==> src/hw/rx_partition_regs.vh <==
// Register indexes, field layout, codes and reset values of the receive bank configuration.
`ifndef RX_PARTITION_REGS_VH
`define RX_PARTITION_REGS_VH

// Register indexes; the byte address on the bus is four times the index.
`define PART_COUNT_FIRST_IDX 20'h30906
`define AGG_MODE_FIRST_IDX 20'h30907
`define PART_COUNT_SECOND_IDX 20'h30a06
`define AGG_MODE_SECOND_IDX 20'h30a07

// Byte offset of each register word on the bus.
`define PART_COUNT_FIRST_ADR 22'h0c2418
`define AGG_MODE_FIRST_ADR 22'h0c241c
`define PART_COUNT_SECOND_ADR 22'h0c2818
`define AGG_MODE_SECOND_ADR 22'h0c281c

// Each bank owns a 2-bit field; bank n sits at bits 2n+1:2n.
`define BANK_FIELD_WIDTH 2
`define BANK_COUNT 4
`define REG_WIDTH 8

// Aggregation codes.
`define AGG_32BIT 2'h0
`define AGG_64BIT 2'h1
`define AGG_128BIT 2'h2
`define AGG_UNDEFINED 2'h3

// Partition count codes.
`define PART_ONE 2'h0
`define PART_TWO 2'h1
`define PART_FOUR 2'h2
`define PART_EIGHT 2'h3

// Width one-hot layout per bank: bit 0 is 32, bit 1 is 64, bit 2 is 128.
`define WIDTH_SEL_32 3'h1
`define WIDTH_SEL_64 3'h2
`define WIDTH_SEL_128 3'h4

// Partition address masks for 1, 2, 4 and 8 partitions.
`define MASK_ONE 3'h0
`define MASK_TWO 3'h1
`define MASK_FOUR 3'h3
`define MASK_EIGHT 3'h7

// Reset value of every configuration register.
`define CONFIG_RESET 8'h00

`endif

==> src/hw/rx_buffer_partition_config.v <==
// Wishbone configuration registers for the receive bank width and partition count of two cores.
// Function
// - Bank 0 aggregation mode comes from bits 1:0 of the aggregation register.
// - Banks 1, 2, 3 aggregation modes come from bits 3:2, 5:4, 7:6.
// - Aggregation code 00 runs the bank with 32-bit read width.
// - Aggregation code 01 runs the bank with 64-bit read width.
// - Aggregation code 10 runs the bank with 128-bit read width.
// - Partition register uses the same per-bank fields, bank 3 in bits 7:6.
// - Partition codes 00, 01, 10, 11 give 1, 2, 4, 8 equal partitions.
// - Each of the two interface cores has its own register pair.
`timescale 1ns/1ps
`include "rx_partition_regs.vh"

module rx_buffer_partition_config
(
    input wire clk, // System bus clock, 100 MHz.
    input wire rstn, // Asynchronous reset, active low.
    input wire wb_cyc_i, // Wishbone cycle.
    input wire wb_stb_i, // Wishbone strobe.
    input wire wb_we_i, // Wishbone write enable.
    input wire [21:0] wb_adr_i, // Wishbone byte address.
    input wire [3:0] wb_sel_i, // Wishbone byte selects.
    input wire [31:0] wb_dat_i, // Wishbone write data.
    output reg [31:0] wb_dat_o, // Wishbone read data.
    output reg wb_ack_o, // Wishbone acknowledge.
    output reg [7:0] first_core_agg_mode, // Aggregation register, first core.
    output reg [7:0] first_core_part_count, // Partition register, first core.
    output reg [7:0] second_core_agg_mode, // Aggregation register, second core.
    output reg [7:0] second_core_part_count, // Partition register, second core.
    output reg [11:0] first_core_width_sel, // Per-bank one-hot read width, first core.
    output reg [11:0] first_core_part_mask, // Per-bank partition address mask, first core.
    output reg [3:0] first_core_agg_invalid, // Per-bank undefined width code, first core.
    output reg [11:0] second_core_width_sel, // Per-bank one-hot read width, second core.
    output reg [11:0] second_core_part_mask, // Per-bank partition address mask, second core.
    output reg [3:0] second_core_agg_invalid // Per-bank undefined width code, second core.
);

    // Turns an aggregation code into a one-hot read width; code 11 selects no width.
    function [2:0] width_of;
        input [1:0] code;
        begin
            case (code)
                `AGG_32BIT: width_of = `WIDTH_SEL_32;
                `AGG_64BIT: width_of = `WIDTH_SEL_64;
                `AGG_128BIT: width_of = `WIDTH_SEL_128;
                default: width_of = 3'h0;
            endcase
        end
    endfunction

    // Turns a partition code into the mask applied to the 3-bit FIFO read address.
    function [2:0] mask_of;
        input [1:0] code;
        begin
            case (code)
                `PART_ONE: mask_of = `MASK_ONE;
                `PART_TWO: mask_of = `MASK_TWO;
                `PART_FOUR: mask_of = `MASK_FOUR;
                default: mask_of = `MASK_EIGHT;
            endcase
        end
    endfunction

    wire request = wb_cyc_i & wb_stb_i & ~wb_ack_o;
    wire write_lane0 = request & wb_we_i & wb_sel_i[0];
    reg [31:0] next_rdata;

    // Read mux; unmapped addresses read as zero, upper bits always zero.
    always @*
    begin
        next_rdata = 32'h0000_0000;
        case (wb_adr_i)
            `PART_COUNT_FIRST_ADR: next_rdata[7:0] = first_core_part_count;
            `AGG_MODE_FIRST_ADR: next_rdata[7:0] = first_core_agg_mode;
            `PART_COUNT_SECOND_ADR: next_rdata[7:0] = second_core_part_count;
            `AGG_MODE_SECOND_ADR: next_rdata[7:0] = second_core_agg_mode;
            default: next_rdata = 32'h0000_0000;
        endcase
    end

    // Bus answer: one ack a cycle after the request, dropped the next cycle so
    // a held strobe cannot be taken twice. Writes land in the same edge the ack rises.
    always @(posedge clk or negedge rstn)
    begin
        if (!rstn)
        begin
            wb_ack_o <= 1'b0;
            wb_dat_o <= 32'h0000_0000;
            first_core_agg_mode <= `CONFIG_RESET;
            first_core_part_count <= `CONFIG_RESET;
            second_core_agg_mode <= `CONFIG_RESET;
            second_core_part_count <= `CONFIG_RESET;
        end
        else
        begin
            wb_ack_o <= request;
            wb_dat_o <= request ? next_rdata : 32'h0000_0000;
            if (write_lane0 && wb_adr_i == `PART_COUNT_FIRST_ADR)
                first_core_part_count <= wb_dat_i[7:0];
            if (write_lane0 && wb_adr_i == `AGG_MODE_FIRST_ADR)
                first_core_agg_mode <= wb_dat_i[7:0];
            if (write_lane0 && wb_adr_i == `PART_COUNT_SECOND_ADR)
                second_core_part_count <= wb_dat_i[7:0];
            if (write_lane0 && wb_adr_i == `AGG_MODE_SECOND_ADR)
                second_core_agg_mode <= wb_dat_i[7:0];
        end
    end

    // Per-bank decode, registered so the bank controls see glitch-free levels.
    // The decoded outputs trail a register write by one clock.
    genvar b;
    generate
        for (b = 0; b < `BANK_COUNT; b = b + 1)
        begin : bank
            always @(posedge clk or negedge rstn)
            begin
                if (!rstn)
                begin
                    first_core_width_sel[3*b+2:3*b] <= `WIDTH_SEL_32;
                    first_core_part_mask[3*b+2:3*b] <= `MASK_ONE;
                    first_core_agg_invalid[b] <= 1'b0;
                    second_core_width_sel[3*b+2:3*b] <= `WIDTH_SEL_32;
                    second_core_part_mask[3*b+2:3*b] <= `MASK_ONE;
                    second_core_agg_invalid[b] <= 1'b0;
                end
                else
                begin
                    first_core_width_sel[3*b+2:3*b] <=
                        width_of(first_core_agg_mode[2*b+1:2*b]);
                    first_core_part_mask[3*b+2:3*b] <=
                        mask_of(first_core_part_count[2*b+1:2*b]);
                    first_core_agg_invalid[b] <=
                        first_core_agg_mode[2*b+1:2*b] == `AGG_UNDEFINED;
                    second_core_width_sel[3*b+2:3*b] <=
                        width_of(second_core_agg_mode[2*b+1:2*b]);
                    second_core_part_mask[3*b+2:3*b] <=
                        mask_of(second_core_part_count[2*b+1:2*b]);
                    second_core_agg_invalid[b] <=
                        second_core_agg_mode[2*b+1:2*b] == `AGG_UNDEFINED;
                end
            end
        end
    endgenerate

endmodule

==> config.mk <==
export PLATFORM = sky130hd
export DESIGN_NAME = rx_buffer_partition_config
export DESIGN_NICKNAME = d
export VERILOG_FILES = /design/src/hw/rx_buffer_partition_config.v
export VERILOG_INCLUDE_DIRS = /design/src /design/src/hw
export SDC_FILE = /design/constraint.sdc
export NUM_CORES = 1
export LEC_CHECK = 0
export BUFFER_PORTS_ARGS = -buffer_cell sky130_fd_sc_hd__buf_2
export CAP_MARGIN = 20
export CORE_ASPECT_RATIO = 2
export CORE_UTILIZATION = 30
export CTS_BUF_LIST = sky130_fd_sc_hd__clkbuf_8
export DETAILED_ROUTE_END_ITERATION = 10
export PLACE_DENSITY = 0.65
export SETUP_SLACK_MARGIN = 0.1
export SLEW_MARGIN = 20
export SYNTH_ARGS = -nofsm -noshare
export SYNTH_HDL_FRONTEND = slang
export SYNTH_SLANG_ARGS = --single-unit
==> constraint.sdc <==
create_clock -name clk -period 1.7 [get_ports clk]
set_clock_uncertainty 0.1 [all_clocks]
set_input_delay 0.17 -clock clk [delete_from_list [all_inputs] [get_ports clk]]
set_output_delay 0.17 -clock clk [all_outputs]
set_load 0.005 [all_outputs]
==> metrics.txt <==
status complete, but fails checks; Antenna diodes 0; adder-cell share of the synthesized area 0%; TritonCTS sink count 97; Syn. warnings 0; simple logic cell fraction of the synthesized area 15.5%; DR DRC count 0; vias per cell 4.56; Syn Inst Count 263; final hold violation count 0; register-to-register setup slack -0.07 ns; die area 13100 µm²; Starting DRT DRC Count 132; Core Area 12200 µm²; largest net degree at the start of global routing 28; Lkg Pwr 2.85 nW; Starting Density 30.9%; die height 161 µm; R2R depth 5; final setup vio count 32; initial antenna violation count 1; hpwl dp 6750 µm; vias in the first global route 2733; Synth Area in Compound Gates 3.92%; fmax 564 MHz; Hold WC Path Type primary input to flip-flop; Yosys cell types 27; area grow syn2layout 37.3%; Final Wtd Congestion 0.787; Yosys reg bits 97; CP Class flip-flop to flip-flop; failing checks setup timing; total vias in the final route 2602; CP Launch Type flip-flop; Total Neg Setup Slack -1.36 ns; worst flop-to-flop path endpoint second_core_part_count[2]; xor and xnor area share after synthesis 0%; reg2reg start wb_ack_o; most common cell after layout, fill and taps aside buf_2; Synth Flop Type dfrtp_1; HP Start wb_cyc_i; asr flop ratio synth 100%; clock buffer count from CTS 9; Worst Hold Endpoint wb_ack_o; CTS tree built; # rows 57; Worst Path Required 1.86 ns; Worst-path clk slew 0.08 ns; Nets 482; RSZ-0062 raised after global routing true; Total Routed Length 9020 µm; Ports 184; fill count 1113; clk buf depth 2; Post-Route Utilization 42.4%; ANT nets after route 0; Final Power 0.00419 W; critical path arrival 1.93 ns; post-synthesis mux area share 9.56%; Die W 81.3 µm; Clock Latency Late Sink 0.37 ns; Seq/Total Area, Yosys 64.6%; drt wl/cell 15.8 µm; drt pass-1 iters 4; GRT Overall Usage 14.7%; final critical-path share of the clock period 104%; Final Max Slew Viols 0; max_cap viols 0; most frequent cells in the layout 131 x buf_2, 89 x dfrtp_1, 27 x mux2_4; CP Max Fanout 4; fin worst setup slack -0.0726 ns; Final min period 1.77 ns; hold depth 3; EDFF count, synth 0; combinational family with the most area after synthesis simple AND/OR/NAND/NOR gates; global-route wire length before repair 14000 µm; mapped cell area 3770 µm²; Min Hold Slack 0.130 ns; CP endpoint kind flip-flop; H-tree Lvls 3; GR Overflow Total 0; Post-Place Setup Slack -0.242 ns; peak supply drop 0.381 mV; # port buffers 132; Cell Pwr Density 810 nW/µm²; Mapped Avg Cell Area 14.3 µm²; clk root buf clkbuf_8; layout cells sized above 1 55.3%
-- metal layers --
layer	global-route usage, %	part of all wire (%)	vias up
met3	4.09	6.4	29
met1	14.7	34	1291
li1	-	-	1160
met2	25.4	55	120
met5	0	0.19	-
met4	9.82	4.4	2
-- registers in the layout, summed over array words and instances (netlist names) --
name / count
wb_ack_o: 1
second_core_part_mask: 12
first_core_agg_invalid: 4
second_core_width_sel: 12
first_core_width_sel: 12
first_core_part_count: 8
wb_dat_o: 8
second_core_agg_invalid: 4
second_core_part_count: 8
first_core_part_mask: 12
second_core_agg_mode: 8
first_core_agg_mode: 8
-- worst max-delay path by stage --
stage	startpoint	end	slack [ns]	cells past startpoint
floorplan	wb_ack_o	second_core_part_count[2]	-0.06	4
global placement	wb_adr_i[1]	second_core_part_count[2]	-0.21	6
detailed placement	wb_adr_i[14]	first_core_agg_mode[4]	-0.24	6
CTS	wb_ack_o	first_core_agg_mode[4]	-0.08	5
global route	wb_ack_o	first_core_agg_mode[2]	-0.15	5
finish	wb_ack_o	second_core_part_count[2]	-0.07	5
-- where the power goes --
| part | internal [W] | switching [W] |
|---|---|---|
| sequential | 0.00231 | 0.000000485 |
| combinational | 0.0000871 | 0.000146 |
| clock | 0.000894 | 0.000761 |
-- critical path, stage by stage (launching register included) --
cell and delay, ns:
dfrtp_1 0.38, and3b_2 0.27, nand4_4 0.16, nor4_4 0.22, buf_4 0.20, mux2_2 0.33
-- cell type report --
class	instances	area [µm²]	area share, %
clock buffers	11	151	2.92
clock inverters	4	68.8	1.33
inverters	1	3.75	0.0725
multi-input cells	150	1390	26.9
flip-flops and latches	97	2440	47.1
well taps	147	184	3.55
repair buffers	160	941	18.2
-- cell usage after synthesis (all sizes together), types with 2 or more instances --
| master | count | area share [%] |
|---|---|---|
| nor4 | 5 | 2.8 |
| dfrtp | 89 | 59 |
| and2 | 18 | 3.0 |
| buf | 25 | 4.9 |
| dfstp | 8 | 5.6 |
| or2 | 8 | 1.3 |
| nor4b | 2 | 1.3 |
| nor2b | 18 | 3.0 |
| a221oi | 16 | 3.7 |
| nand2b | 2 | 0.33 |
| clkbuf | 13 | 1.3 |
| nor3 | 8 | 1.1 |
| nand4 | 2 | 0.90 |
| nor2 | 9 | 0.90 |
| mux2 | 32 | 9.6 |
-- timing repair --
action / 4_1_cts / 5_1_grt
hold buffers: 9 / 0
endpoints found under the hold margin: 104 / 0
pin swaps: 6 / 0
endpoints found under the setup margin: 40 / 40
buffers inserted: 0 / 0
resized for setup: 27 / 22
-- through the flow --
step	instance area, µm²	cells
3_3_place_gp	4650	546
3_5_place_dp	4650	546
2_1_floorplan	3870	286
5_1_grt	5180	570
4_1_cts	5080	570
6_report	5180	570
-- cell families after synthesis --
family,after synthesis
other cells,1
flops,97
compound gates,17
mux,32
simple gates,77
buf+inv,39
No activity file was read; power rests on OpenSTA's default activity.
